[config.mk]
export PLATFORM = sky130hd
export DESIGN_NAME = pot_wiper_host
export DESIGN_NICKNAME = d
export VERILOG_FILES = /design/src/rtl/pot_axil_slave.v /design/src/rtl/pot_timer.v /design/src/rtl/pot_wiper_host.v
export VERILOG_INCLUDE_DIRS = /design/src /design/src/rtl
export SDC_FILE = /design/constraint.sdc
export NUM_CORES = 1
export LEC_CHECK = 0
export BUFFER_PORTS_ARGS = -buffer_cell sky130_fd_sc_hd__buf_2
export CAP_MARGIN = 20
export CORE_MARGIN = 2
export CORE_UTILIZATION = 59
export CTS_BUF_LIST = sky130_fd_sc_hd__clkbuf_8
export DETAILED_ROUTE_END_ITERATION = 16
export PLACE_DENSITY = 0.83
export SLEW_MARGIN = 0
export SYNTH_ARGS = -nofsm -noshare
export SYNTH_HDL_FRONTEND = slang
export SYNTH_SLANG_ARGS = --single-unit
[constraint.sdc]
create_clock -name aclk -period 3.8 [get_ports aclk]
set_clock_uncertainty 0.1 [all_clocks]
set_input_delay 0.19 -clock aclk [delete_from_list [all_inputs] [get_ports aclk]]
set_output_delay 0.19 -clock aclk [all_outputs]
set_load 0.02 [all_outputs]
[src/rtl/pot_host_defs.vh]
// Constants shared by the wiper controller files.
// Assumes a 40 MHz aclk; times are kept in their own units.
`ifndef POT_HOST_DEFS_VH
`define POT_HOST_DEFS_VH
// ==================================================
// Clock and pin timing
`define CLK_MHZ 18'h28
`define T_CU_NS 18'h32
`define T_CI_NS 18'h32
`define T_IL_NS 18'h64
`define T_IH_NS 18'h64
`define T_PC_US 18'h3E8
`define T_CL_US 18'h1388
`define T_CH_US 18'h1388
`define T_PH_US 18'h3E8
`define T_UP_US 18'h3E8
// ==================================================
// Tap positions and pulse counts
`define TAP_MID 5'h10
`define TAP_MAX 5'h1F
`define TAP_MIN 5'h00
`define PULSES_STORE 3'h5
`define PULSES_LOCK 3'h6
// ==================================================
// Register offsets
`define OFS_CMD 4'h0
`define OFS_STATUS 4'h4
`define OFS_POS 4'h8
// ==================================================
// Command fields
`define CMD_STEP 0
`define CMD_PROG 1
`define CMD_UP 2
`define CMD_LOCK 3
`define CMD_CNT_LSB 8
`define CMD_CNT_MSB 12
// ==================================================
// Status fields
`define ST_BUSY 0
`define ST_READY 1
`define ST_STORED 2
`define ST_LOCKED 3
`define ST_REFUSED 4
`define ST_MOVED 5
// ==================================================
// Position register fields
`define POS_LSB 0
`define POS_MSB 4
`define PPOS_LSB 8
`define PPOS_MSB 12
`endif

[src/rtl/pot_axil_slave.v]
// AXI4-Lite slave front end for the wiper controller registers.
// Assumes rd_data is a combinational decode of rd_addr on the same clock.
`timescale 1ns/1ps
`include "pot_host_defs.vh"
module pot_axil_slave (
  // Clock and reset
  input wire aclk,
  input wire aresetn,
  // Write address and data
  input wire [3:0] s_awaddr,
  input wire s_awvalid,
  output wire s_awready,
  input wire [31:0] s_wdata,
  input wire [3:0] s_wstrb,
  input wire s_wvalid,
  output wire s_wready,
  // Write response
  output reg [1:0] s_bresp,
  output reg s_bvalid,
  input wire s_bready,
  // Read address and data
  input wire [3:0] s_araddr,
  input wire s_arvalid,
  output wire s_arready,
  output reg [31:0] s_rdata,
  output reg [1:0] s_rresp,
  output reg s_rvalid,
  input wire s_rready,
  // Register side
  output wire wr_en,
  output wire [3:0] wr_addr,
  output wire [31:0] wr_data,
  output wire [3:0] rd_addr,
  input wire [31:0] rd_data
);
  reg [3:0] awaddr_q;
  reg aw_ok_q;
  reg [31:0] wdata_q;
  reg [3:0] wstrb_q;
  reg w_ok_q;
  wire wr_good;

  function mapped;
    input [3:0] a;
    begin
      mapped = (a == `OFS_CMD) || (a == `OFS_STATUS) || (a == `OFS_POS);
    end
  endfunction

  assign s_awready = !aw_ok_q && !s_bvalid;
  assign s_wready = !w_ok_q && !s_bvalid;
  assign s_arready = !s_rvalid;
  // Fields reach into byte 1, so a write must carry the two low lanes
  assign wr_good = mapped(awaddr_q) && (wstrb_q[1:0] == 2'h3);
  assign wr_en = aw_ok_q && w_ok_q && wr_good;
  assign wr_addr = awaddr_q;
  assign wr_data = wdata_q;
  assign rd_addr = s_araddr;

  // ==================================================
  // Write channel
  always @(posedge aclk) begin
    if (!aresetn) begin
      awaddr_q <= 4'h0;
      aw_ok_q <= 1'b0;
      wdata_q <= 32'h00000000;
      wstrb_q <= 4'h0;
      w_ok_q <= 1'b0;
      s_bvalid <= 1'b0;
      s_bresp <= 2'h0;
    end else begin
      if (s_awvalid && s_awready) begin
        awaddr_q <= {s_awaddr[3:2], 2'h0};
        aw_ok_q <= 1'b1;
      end
      if (s_wvalid && s_wready) begin
        wdata_q <= s_wdata;
        wstrb_q <= s_wstrb;
        w_ok_q <= 1'b1;
      end
      if (aw_ok_q && w_ok_q) begin
        aw_ok_q <= 1'b0;
        w_ok_q <= 1'b0;
        s_bvalid <= 1'b1;
        s_bresp <= wr_good ? 2'h0 : 2'h2;
      end else if (s_bvalid && s_bready) begin
        s_bvalid <= 1'b0;
      end
    end
  end

  // ==================================================
  // Read channel
  always @(posedge aclk) begin
    if (!aresetn) begin
      s_rvalid <= 1'b0;
      s_rdata <= 32'h00000000;
      s_rresp <= 2'h0;
    end else if (s_arvalid && s_arready) begin
      s_rvalid <= 1'b1;
      s_rdata <= mapped({s_araddr[3:2], 2'h0}) ? rd_data : 32'h00000000;
      s_rresp <= mapped({s_araddr[3:2], 2'h0}) ? 2'h0 : 2'h2;
    end else if (s_rvalid && s_rready) begin
      s_rvalid <= 1'b0;
    end
  end
endmodule // pot_axil_slave

[src/rtl/pot_timer.v]
// Down-counting interval timer for the pin sequencer.
// Assumes load is a registered one-cycle strobe from the same clock.
`timescale 1ns/1ps
module pot_timer (
  // Clock and reset
  input wire aclk,
  input wire aresetn,
  // Control
  input wire load,
  input wire [17:0] load_val,
  // Status
  output wire expired
);
  reg [17:0] cnt_q;

  // A fresh load masks expiry so the old count never leaks through
  assign expired = (cnt_q == 18'h00000) && !load;

  always @(posedge aclk) begin
    if (!aresetn) begin
      cnt_q <= 18'h00000;
    end else if (load) begin
      cnt_q <= load_val - 18'h00001;
    end else if (cnt_q != 18'h00000) begin
      cnt_q <= cnt_q - 18'h00001;
    end
  end
endmodule // pot_timer

[src/rtl/pot_wiper_host.v]
// Host controller for a 32-tap up/down wiper with one-time programming.
// Assumes the device pins are driven directly; the device gives nothing back,
// so position and programming state are a mirror kept by this controller.
//
// Chosen here: the AXI4-Lite slave port and the placing of the registers.
`timescale 1ns/1ps
`include "pot_host_defs.vh"
// Operation
// [RL1] Mirror covers thirty-two taps
// [RL2] Steps issued only while select held low
// [RL3] Select falls with direction line giving mode
// [RL4] Direction mode kept until select rises
// [RL5] Each step rising edge moves one tap
// [RL6] Mirror holds position until reset
// [RL7] Device connects new tap before old
// [RL8] Mirror saturates at both ends
// [RL9] Mirror starts at tap sixteen
// [RL10] Position, direction high, supply, then select low
// [RL11] Five select pulses store the position
// [RL12] Supply removed after the pulses
// [RL13] Stored position reloads; steps still allowed
// [RL14] Sixth pulse sets lockout
// [RL15] Locked device rejects adjustment
// [RL16] Programming refused after six-pulse sequence
// [RL17] Return to stored position before locking
// [RL18] Midscale store keeps later programming open
// [RL19] Power-up position moves from midscale once
// [RL20] Interface usable until next power-up
// [RL21] Short sequences never issued
// [RL22] Device forces midscale then loads store
// [RL23] Wait power-up interval before commands
// [RL24] Position is five bits, midscale sixteen
// [RL25] Pulse count cleared with supply
module pot_wiper_host #(
  parameter [17:0] UP_CYC = `T_UP_US * `CLK_MHZ,
  parameter [17:0] PC_CYC = `T_PC_US * `CLK_MHZ,
  parameter [17:0] CL_CYC = `T_CL_US * `CLK_MHZ,
  parameter [17:0] CH_CYC = `T_CH_US * `CLK_MHZ,
  parameter [17:0] PH_CYC = `T_PH_US * `CLK_MHZ
) (
  // Clock and reset
  input wire aclk,
  input wire aresetn,
  // AXI4-Lite write
  input wire [3:0] s_awaddr,
  input wire s_awvalid,
  output wire s_awready,
  input wire [31:0] s_wdata,
  input wire [3:0] s_wstrb,
  input wire s_wvalid,
  output wire s_wready,
  output wire [1:0] s_bresp,
  output wire s_bvalid,
  input wire s_bready,
  // AXI4-Lite read
  input wire [3:0] s_araddr,
  input wire s_arvalid,
  output wire s_arready,
  output wire [31:0] s_rdata,
  output wire [1:0] s_rresp,
  output wire s_rvalid,
  input wire s_rready,
  // Device pins
  output wire sel_n,
  output wire step_dir,
  output wire prog_supply_en
);
  // Short least times round up to whole cycles
  localparam [17:0] CU_CYC = (`T_CU_NS * `CLK_MHZ + 18'h3E7) / 18'h3E8;
  localparam [17:0] CI_CYC = (`T_CI_NS * `CLK_MHZ + 18'h3E7) / 18'h3E8;
  localparam [17:0] IL_CYC = (`T_IL_NS * `CLK_MHZ + 18'h3E7) / 18'h3E8;
  localparam [17:0] IH_CYC = (`T_IH_NS * `CLK_MHZ + 18'h3E7) / 18'h3E8;

  localparam [10:0] S_PWR = 11'h001;
  localparam [10:0] S_IDLE = 11'h002;
  localparam [10:0] S_SETUP = 11'h004;
  localparam [10:0] S_HOLD = 11'h008;
  localparam [10:0] S_SLOW = 11'h010;
  localparam [10:0] S_SHIGH = 11'h020;
  localparam [10:0] S_SEND = 11'h040;
  localparam [10:0] S_ARM = 11'h080;
  localparam [10:0] S_PLOW = 11'h100;
  localparam [10:0] S_PHIGH = 11'h200;
  localparam [10:0] S_DROP = 11'h400;

  reg [10:0] state_q;
  reg sel_n_q;
  reg step_dir_q;
  reg supply_q;
  reg tload_q;
  reg [17:0] tval_q;
  reg [4:0] cnt_q;
  reg up_q;
  reg chain_q;
  reg [2:0] pulses_q;
  reg [2:0] target_q;
  reg [4:0] pos_q;
  reg [4:0] prog_pos_q;
  reg stored_q;
  reg moved_q;
  reg locked_q;
  reg refused_q;
  reg ready_q;
  reg [31:0] rd_data;
  wire wr_en;
  wire [3:0] wr_addr;
  wire [31:0] wr_data;
  wire [3:0] rd_addr;
  wire texp;
  wire cmd_wr;
  wire [4:0] cmd_cnt;
  wire lock_back;

  function hit;
    input [3:0] a;
    input [3:0] ofs;
    begin
      hit = ({a[3:2], 2'h0} == ofs);
    end
  endfunction

  assign sel_n = sel_n_q;
  assign step_dir = step_dir_q;
  assign prog_supply_en = supply_q;
  assign cmd_wr = wr_en && hit(wr_addr, `OFS_CMD);
  assign cmd_cnt = wr_data[`CMD_CNT_MSB:`CMD_CNT_LSB];
  // A five-pulse store elsewhere than here must be walked back first
  assign lock_back = wr_data[`CMD_LOCK] && moved_q && (pos_q != prog_pos_q); // RL17

  pot_axil_slave u_bus (
    .aclk(aclk),
    .aresetn(aresetn),
    .s_awaddr(s_awaddr),
    .s_awvalid(s_awvalid),
    .s_awready(s_awready),
    .s_wdata(s_wdata),
    .s_wstrb(s_wstrb),
    .s_wvalid(s_wvalid),
    .s_wready(s_wready),
    .s_bresp(s_bresp),
    .s_bvalid(s_bvalid),
    .s_bready(s_bready),
    .s_araddr(s_araddr),
    .s_arvalid(s_arvalid),
    .s_arready(s_arready),
    .s_rdata(s_rdata),
    .s_rresp(s_rresp),
    .s_rvalid(s_rvalid),
    .s_rready(s_rready),
    .wr_en(wr_en),
    .wr_addr(wr_addr),
    .wr_data(wr_data),
    .rd_addr(rd_addr),
    .rd_data(rd_data)
  );

  pot_timer u_timer (
    .aclk(aclk),
    .aresetn(aresetn),
    .load(tload_q),
    .load_val(tval_q),
    .expired(texp)
  );

  // ==================================================
  // Register read decode
  always @* begin
    rd_data = 32'h00000000;
    if (hit(rd_addr, `OFS_STATUS)) begin
      rd_data[`ST_BUSY] = (state_q != S_IDLE);
      rd_data[`ST_READY] = ready_q;
      rd_data[`ST_STORED] = stored_q;
      rd_data[`ST_LOCKED] = locked_q;
      rd_data[`ST_REFUSED] = refused_q;
      rd_data[`ST_MOVED] = moved_q;
    end else if (hit(rd_addr, `OFS_POS)) begin
      rd_data[`POS_MSB:`POS_LSB] = pos_q;
      rd_data[`PPOS_MSB:`PPOS_LSB] = prog_pos_q;
    end
  end

  // ==================================================
  // Pin sequencer
  always @(posedge aclk) begin
    if (!aresetn) begin
      state_q <= S_PWR;
      sel_n_q <= 1'b1;
      step_dir_q <= 1'b0;
      supply_q <= 1'b0;
      tload_q <= 1'b1;
      tval_q <= UP_CYC;
      cnt_q <= 5'h00;
      up_q <= 1'b0;
      chain_q <= 1'b0;
      pulses_q <= 3'h0;
      target_q <= `PULSES_STORE;
      pos_q <= `TAP_MID; // RL9 RL24
      prog_pos_q <= `TAP_MID;
      stored_q <= 1'b0;
      moved_q <= 1'b0;
      locked_q <= 1'b0;
      refused_q <= 1'b0;
      ready_q <= 1'b0;
    end else begin
      tload_q <= 1'b0;
      // Write-one clears; a refusal in the same cycle lands later and wins
      if (wr_en && hit(wr_addr, `OFS_STATUS) && wr_data[`ST_REFUSED]) begin
        refused_q <= 1'b0;
      end
      // Resync after the device was power cycled behind our back
      if (wr_en && hit(wr_addr, `OFS_POS) && state_q == S_IDLE && !cmd_wr) begin
        pos_q <= wr_data[`POS_MSB:`POS_LSB]; // RL6
      end
      if (cmd_wr && state_q != S_IDLE) begin
        refused_q <= 1'b1;
      end
      case (state_q)
        S_PWR: begin
          if (texp) begin
            ready_q <= 1'b1; // RL23 RL22
            state_q <= S_IDLE;
          end
        end
        S_IDLE: begin
          if (cmd_wr) begin
            if (wr_data[`CMD_STEP] && cmd_cnt != 5'h00) begin
              // A locked device still steps until its next power-up
              step_dir_q <= wr_data[`CMD_UP]; // RL20
              up_q <= wr_data[`CMD_UP];
              cnt_q <= cmd_cnt;
              tload_q <= 1'b1;
              tval_q <= CU_CYC;
              state_q <= S_SETUP;
            end else if (wr_data[`CMD_PROG] && !locked_q) begin // RL16 RL15
              target_q <= wr_data[`CMD_LOCK] ? `PULSES_LOCK : `PULSES_STORE;
              tload_q <= 1'b1;
              if (lock_back) begin
                chain_q <= 1'b1; // RL17
                up_q <= (prog_pos_q > pos_q);
                step_dir_q <= (prog_pos_q > pos_q);
                cnt_q <= (prog_pos_q > pos_q) ? prog_pos_q - pos_q : pos_q - prog_pos_q;
                tval_q <= CU_CYC;
                state_q <= S_SETUP;
              end else begin
                step_dir_q <= 1'b1; // RL10
                pulses_q <= 3'h0; // RL25
                tval_q <= PC_CYC;
                state_q <= S_ARM;
              end
            end else begin
              refused_q <= 1'b1;
            end
          end
        end
        S_SETUP: begin
          if (texp) begin
            sel_n_q <= 1'b0; // RL3
            tload_q <= 1'b1;
            tval_q <= CI_CYC;
            state_q <= S_HOLD;
          end
        end
        S_HOLD: begin
          if (texp) begin
            step_dir_q <= 1'b0; // RL4
            tload_q <= 1'b1;
            tval_q <= IL_CYC;
            state_q <= S_SLOW;
          end
        end
        S_SLOW: begin
          if (texp) begin
            step_dir_q <= 1'b1; // RL2 RL5
            // The device switches make-before-break; the mirror just moves
            if (up_q && pos_q != `TAP_MAX) begin // RL7 RL8 RL1
              pos_q <= pos_q + 5'h01;
            end else if (!up_q && pos_q != `TAP_MIN) begin
              pos_q <= pos_q - 5'h01;
            end
            tload_q <= 1'b1;
            tval_q <= IH_CYC;
            state_q <= S_SHIGH;
          end
        end
        S_SHIGH: begin
          if (texp) begin
            tload_q <= 1'b1;
            if (cnt_q == 5'h01) begin
              sel_n_q <= 1'b1;
              tval_q <= CU_CYC;
              state_q <= S_SEND;
            end else begin
              cnt_q <= cnt_q - 5'h01;
              step_dir_q <= 1'b0;
              tval_q <= IL_CYC;
              state_q <= S_SLOW;
            end
          end
        end
        S_SEND: begin
          // Gap before the next select fall also covers its setup time
          if (texp) begin
            if (chain_q) begin
              chain_q <= 1'b0;
              step_dir_q <= 1'b1; // RL10
              pulses_q <= 3'h0; // RL25
              tload_q <= 1'b1;
              tval_q <= PC_CYC;
              state_q <= S_ARM;
            end else begin
              state_q <= S_IDLE;
            end
          end
        end
        S_ARM: begin
          // Supply rises a cycle after the direction line, never with it
          supply_q <= 1'b1; // RL10
          if (texp) begin
            sel_n_q <= 1'b0; // RL10
            tload_q <= 1'b1;
            tval_q <= CL_CYC;
            state_q <= S_PLOW;
          end
        end
        S_PLOW: begin
          if (texp) begin
            tload_q <= 1'b1;
            // The last low phase also serves as select-fall to supply-fall
            if (pulses_q == target_q) begin // RL11 RL21
              supply_q <= 1'b0; // RL12
              tval_q <= PH_CYC;
              state_q <= S_DROP;
            end else begin
              sel_n_q <= 1'b1;
              tval_q <= CH_CYC;
              state_q <= S_PHIGH;
            end
          end
        end
        S_PHIGH: begin
          if (texp) begin
            sel_n_q <= 1'b0;
            pulses_q <= pulses_q + 3'h1; // RL11
            tload_q <= 1'b1;
            tval_q <= CL_CYC;
            state_q <= S_PLOW;
          end
        end
        S_DROP: begin
          if (texp) begin
            sel_n_q <= 1'b1;
            pulses_q <= 3'h0; // RL25
            stored_q <= 1'b1; // RL13 RL18
            if (!moved_q && pos_q != `TAP_MID) begin // RL19
              moved_q <= 1'b1;
              prog_pos_q <= pos_q;
            end
            if (target_q == `PULSES_LOCK) begin
              locked_q <= 1'b1; // RL14
            end
            tload_q <= 1'b1;
            tval_q <= CU_CYC;
            state_q <= S_SEND;
          end
        end
        default: begin
          state_q <= S_IDLE;
        end
      endcase
    end
  end
endmodule // pot_wiper_host

# Yosys cells after proc, flatten, opt, wreduce, memory -nomap -nowiden
# Cells that the tools add are included.
[word_totals] regBits=136 word_cells=273
[classes] add_sub_neg=8 n_lt_le_gt_ge=1 n_eq_ne=48 mux=108 n_bitwise=2 reduce_logical=77
[ops] op="two-way mux 18 bit" count=13
[ops] op="two-way mux 11 bit" count=13
[ops] op="one-hot mux 18 bit (7 select lines)" count=1
[ops] op="one-hot mux 11 bit (10 select lines)" count=1
[ops] op="two-way mux 5 bit" count=16
[ops] op="two-way mux 1 bit" count=40
[ops] op="inequality test 2 bit, second input constant" count=18
[ops] op="subtractor 18 x 1 -> 18 bit, second input constant" count=2
[ops] op="two-way mux 3 bit" count=9
[ops] op="logical AND 1 bit" count=25
[ops] op="logical NOT 18 bit" count=1
[ops] op="AND reduction 9 bit" count=2
[ops] op="nonzero test 18 bit" count=1
[ops] op="two-way mux 16 bit" count=1
[ops] op="two-way mux 8 bit" count=2
[ops] op="nonzero test 2 bit" count=8
[ops] op="nonzero test 5 bit" count=3
[ops] op="two-way mux 13 bit" count=1
[ops] op="one-hot mux 3 bit (4 select lines)" count=1
[ops] op="AND reduction 6 bit" count=2
[ops] op="== test 11 x 1 -> 1 bit, second input constant" count=1
[ops] op="== test 11 x 10 -> 1 bit, second input constant" count=1
[ops] op="== test 11 bit, second input constant" count=1
[ops] op="== test 11 x 2 -> 1 bit, second input constant" count=1
[ops] op="other kinds (46)" count=80

# Depth between registers and ports, before layout
[logic_depth] ltp_word=13 ltp_mapped=12 mapped_depth_nobuf=10

# Modules after synthesis
# Synthesis repeated with hierarchy kept, for this count alone.
[unflattened] cells_unflattened=858 area_unflattened_um2=7380.8
[modules_own_cells] module="pot_wiper_host" instances=1 cells_per_inst=443 area_each_um2=3464.6 seq_area_each_um2=940.9
[modules_own_cells] module="pot_axil_slave" instances=1 cells_per_inst=272 area_each_um2=2621.3 seq_area_each_um2=1481.4
[modules_own_cells] module="pot_timer" instances=1 cells_per_inst=143 area_each_um2=1295.0 seq_area_each_um2=360.3

# Worst setup path before layout
# Ideal clock, no wire load.
[synth_path] path_kind="reg-to-reg" from="reg tload_q" to="reg u_timer.cnt_q[16]" setup_time_ns=0.124 arrival_ns=2.624 path_slack_ns=0.952 path_stages_with_launch=13 period_less_slack_ns=2.848 path_cell_list="dfxtp_1 > clkbuf_1 > clkbuf_1 > clkbuf_1 > mux2i_1 > ha_1 > and2_0 > clkbuf_1 > nand4_1 > nor4_1 > xor2_1 > a21oi_1 > nor2_1"
[synth_via] elab_chain_len=1
[synth_lines] element="from (decl)" line_no="pot_wiper_host.v:90" source="reg tload_q;"
[synth_lines] element="from (signal assigned)" line_no="pot_wiper_host.v:190" source="tload_q <= 1'b1;"
[synth_lines] element="from (signal assigned)" line_no="pot_wiper_host.v:205" source="tload_q <= 1'b0;"
[synth_lines] element="from (signal assigned)" line_no="pot_wiper_host.v:231" source="tload_q <= 1'b1;"
[synth_lines] element="two-way mux 18 bit / nonzero test 2 bit (equally long branches)"
[synth_lines] element="to (signal assigned)" line_no="pot_timer.v:23" source="cnt_q <= load_val - 18'h00001;"
[synth_lines] element="to (signal assigned)" line_no="pot_timer.v:25" source="cnt_q <= cnt_q - 18'h00001;"
[synth_lines] element="to (decl)" line_no="pot_timer.v:14" source="reg [17:0] cnt_q;"
# Parallel ways exist; a longest one is shown, timed or not.
# A chain may end at the register's enable or synchronous reset.

# Worst setup path in the final report
[layout_path] from="reg pos_q[3]" to="reg cnt_q[3]"
[layout_via] elab_chain_len=7
[layout_lines] element="from (decl)" line_no="pot_wiper_host.v:97" source="reg [4:0] pos_q;"
[layout_lines] element="from (signal assigned)" line_no="pot_wiper_host.v:197" source="pos_q <= `TAP_MID;"
[layout_lines] element="from (signal assigned)" line_no="pot_wiper_host.v:212" source="pos_q <= wr_data[`POS_MSB:`POS_LSB];"
[layout_lines] element="from (signal assigned)" line_no="pot_wiper_host.v:276" source="pos_q <= pos_q + 5'h01;"
[layout_lines] element="subtractor 5 bit / > comparator 5 bit (equally long branches)" line_no="pot_wiper_host.v:241" source="cnt_q <= (prog_pos_q > pos_q) ? prog_pos_q - pos_q : pos_q - prog_pos_q;"
[layout_lines] element="two-way mux 5 bit" line_no="pot_wiper_host.v:241"
[layout_lines] element="two-way mux 5 bit" line_no="pot_wiper_host.v:237" source="if (lock_back) begin"
[layout_lines] element="two-way mux 5 bit" line_no="pot_wiper_host.v:234" source="end else if (wr_data[`CMD_PROG] && !locked_q) begin"
[layout_lines] element="two-way mux 5 bit" line_no="pot_wiper_host.v:226" source="if (wr_data[`CMD_STEP] && cmd_cnt != 5'h00) begin"
[layout_lines] element="two-way mux 5 bit" line_no="pot_wiper_host.v:225" source="if (cmd_wr) begin"
[layout_lines] element="one-hot mux 5 bit (2 select lines)" line_no="pot_wiper_host.v:217" source="case (state_q)"
[layout_lines] element="to (signal assigned)" line_no="pot_wiper_host.v:230" source="cnt_q <= cmd_cnt;"
[layout_lines] element="to (signal assigned)" line_no="pot_wiper_host.v:241"
[layout_lines] element="to (signal assigned)" line_no="pot_wiper_host.v:293" source="cnt_q <= cnt_q - 5'h01;"
[layout_lines] element="to (decl)" line_no="pot_wiper_host.v:92" source="reg [4:0] cnt_q;"
# Parallel ways exist; a longest one is shown, timed or not. The select of a mux whose other input is x is not followed.

==> summary.txt <==
Run status
  • Status: completed

Pwr
  • Clk pwr share: 31.3%
  • Combinational Power Share: 17.7%
  • Worst vdd ir: 218 uV
  • Leakage power: ~0.0025 uW
  • Pwr Total: 2170 uW
  • Flop pwr share: 51.0%
  • Psw: 685 uW
  • Internal power: 1490 uW
  • P per Cell Area: 340 nW/um^2
  • Switching Fraction: 31.5%

Route
  • Wire per inst: 16.0 um
  • Top layer in use: met4
  • Via-to-Cell Ratio: 5.89
  • Vias post-DR: slightly above 5,000
  • Met1 Routed Length: 5.85 mm
  • DRC violations left: 0
  • Routed met2 length: approximately 6.9 mm
  • Initial drt markers: 238
  • Met3 wire len: 910 um
  • Routed Antenna Nets: 0
  • Routed WL: between 10 and 15 mm
  • Total iterations of the first detailed-routing run: 5

Synthesis
  • Fraction of registers with async set/reset: 0%
  • Seq/Total Area, Yosys: 33.0%
  • Area contributors post-synth: dfxtp_1, mux2i_1, nand2_1
  • Post-synthesis cell count: approximately 700
  • Post-Syn Area: 5820 um^2
  • Post-synthesis cell type count: between 70 and 80
  • Ys flop type: dfxtp_1
  • Post-synth top area cell: dfxtp_1
  • Syn Area/Cell: 8.35 um^2
  • Most frequent cells after synthesis: dfxtp_1, nand2_1, nor2_1
  • Synth warnings: 0
  • Post-synth EDFFs: 0
  • Synth top area share: 33.0%
  • Flops & latches, synth: 96
  • Top-count cell post-synth: dfxtp_1

Floorplan
  • Io pins: 95
  • Effective utilization at floorplan: 60.1%
  • Die Width: just over 100 um
  • Area of the core: 9680 um^2
  • Die Y: 103 um
  • Die area: 10,700 um^2
  • # rows: 36

Clock network
  • H-tree Lvls: 3
  • Setup Buffers After CTS: 0
  • Clock Sinks: 96
  • Root Driver: clkbuf_8
  • Clock Tree Buf Depth: 2
  • CTS tree: done
  • CTS Hold Bufs: 17
  • CTS resizes: 0
  • CTS buffer count: 9
  • CTS clk-pin slew, worst paths: 0.11 ns
  • Clk_lat worst skew: 0.37 ns

Critical path
  • Crit Path Category: flop to flop
  • Critical path, cell by cell: inv_1 -> ha_1 -> and4_1 -> a21o_1 -> nand2_1 -> nand3_1 -> o21ai_2 -> mux2_1 -> o31a_1
  • Worst reg2reg path startpoint: pos_q[3]$_SDFF_PN0_
  • Setup crit end kind: flop
  • Crit path arrival time: 3.38 ns
  • R2r worst-path depth: 9
  • Startpoint Class: flop
  • Critical path required time: just under 4 ns
  • RR Endpoint: cnt_q[3]$_SDFFE_PN0P_
  • Worst reg-to-reg setup slack: 0.58 ns
  • Crit-path slowest cell: dfxtp_1
  • Crit path max fanout: 9
  • Crit path to: cnt_q[3]$_SDFFE_PN0P_
  • Crit path from: pos_q[3]$_SDFF_PN0_
  • Slowest cell delay on critical path: approximately 0.54 ns

Finish
  • Final Non-Filler Cells: 876
  • Layout net count: 807
  • Layout cells sized above 1: 12.9%
  • Area Growth Syn to Fin: 9.58%
  • Diode count: 0

Timing
  • Slew @ Worst Pin: 0.721 ns
  • Hold Slack: 0.0266 ns
  • Final hold viol count: 0
  • Fmax achieved: between 300 and 400 MHz
  • Slew margin rel.: 51.9%
  • Period utilization: 84.8%
  • Setup TNS: 0 ns
  • Min cycle time layout: 3.22 ns
  • Setup violators final: 0
  • Slew Limit Fails: 0
  • RSZ-0062 raised after global routing: false

Global route
  • GRT Overall Usage: between 20% and 30%
  • Antenna violations before repair: 0
  • Number of global-route vias before repair: 4,824
  • Total gr overflow: 0
  • Largest net degree at the start of global routing: 52
  • First-pass GRT wire length: 22.8 mm

Place
  • Quantity of I/O buffers inserted on ports: 43
  • HPWL Detailed: between 9 and 10 mm
  • Placed Instances: about 840
  • Routability cong.: 0.906

Job
  • Maxcap violations: 0

Min path
  • Hold WC Path Type: input pin to flop
## critical path, delay by kind of cell (launching register included)
kind / cells / cell delay [ns]
compound gates: 3 / 0.79
buf+inv: 1 / 0.20
mux: 1 / 0.36
fa+ha+maj: 1 / 0.45
simple gates: 3 / 0.69
flops: 1 / 0.54
## stage by stage
step | setup slack [ns] | instance area (um^2) | util, %
CTS | 0.668 | 6380 | 65.9
detailed placement | 0.689 | 6020 | 62.1
global placement | 0.728 | 6020 | 62.1
floorplan | 0.952 | 5910 | -
global route | 0.428 | 6380 | 65.9
finish | 0.577 | 6380 | 65.9
## per-layer routing
metal	GRT usage [%]	vias up
li1	-	2523
met1	32.5	2394
met2	46.5	211
met3	5.85	36
met4	9.72	0
met5	0	-
## cell families (layout without fill, tap and decap cells)
family          after synthesis  after routing  synth area share [%]
fa+ha+maj                    18             18                  4.13
buf+inv                      82            106                  6.98
other cells                   1             23                0.0644
mux                          30             30                  5.24
xor+xnor                     24             24                  3.61
simple gates                290            290                  27.6
compound gates              156            156                  19.4
flops                        96             96                  33.0
## worst min-delay path by stage
| stage | from | to | slack [ns] | cells past startpoint |
|---|---|---|---|---|
| 3_3_place_gp | s_arvalid | u_bus.s_rvalid$_SDFFE_PN0P_ | 0.33 | 2 |
| 2_1_floorplan | s_arvalid | u_bus.s_rvalid$_SDFFE_PN0P_ | 0.23 | 1 |
| 6_report | s_araddr[2] | u_bus.s_rresp[1]$_SDFFE_PN0P_ | 0.03 | 3 |
| 4_1_cts | s_araddr[2] | u_bus.s_rresp[1]$_SDFFE_PN0P_ | 0.01 | 3 |
| 3_5_place_dp | s_wdata[2] | u_bus.wr_data[2]$_SDFFE_PN0P_ | 0.35 | 3 |
| 5_1_grt | s_araddr[2] | u_bus.s_rresp[1]$_SDFFE_PN0P_ | 0.02 | 3 |
## power groups by stage
stage | logic, uW | clock network [uW] | registers [uW]
final | 385 | 679 | 1110
after global routing | 427 | 724 | 1110
after CTS | 383 | 686 | 1100
after detailed placement | 367 | 0 | 1130
after global placement | 357 | 0 | 1130
after floorplan | 311 | 0 | 1120
## cell usage in the layout, fill, tap and decap left out, drive strengths merged, types with 7 or more instances in the layout
cell type and n:
a21oi 24, nand2 70, and3 7, or3 7
nor4 8, mux2i 26, nor3 18, nand3 16
clkbuf 10, xor2 10, dfxtp 96, a21boi 23
ha 16, nor2b 30, nand2b 11, a31oi 8
o21ai 34, nor3b 15, and2 20, dlygate4sd3 17
xnor2 14, nor2 53, buf 49, nand4 11
conb 23, inv 28
## flip-flops by register name, indices dropped and copies added, names as in the netlist, 2 cells and up
signal	count
u_timer.cnt_q	18
state_q	11
u_bus.s_rdata	11
u_bus.wr_data	10
cnt_q	5
pos_q	5
prog_pos_q	5
tval_q	5
pulses_q	3
target_q	2
u_bus.wr_addr	2
u_bus.wstrb_q	2
## cell type report
type	count	area (um^2)
clock buffers	10	138
clock inverters	6	57.6
fillers	812	3300
inverters	24	90.1
multi-input cells	541	3580
flip-flops and latches	96	1920
well taps	133	166
repair buffers	66	430
(Power assumes the default switching activity.)
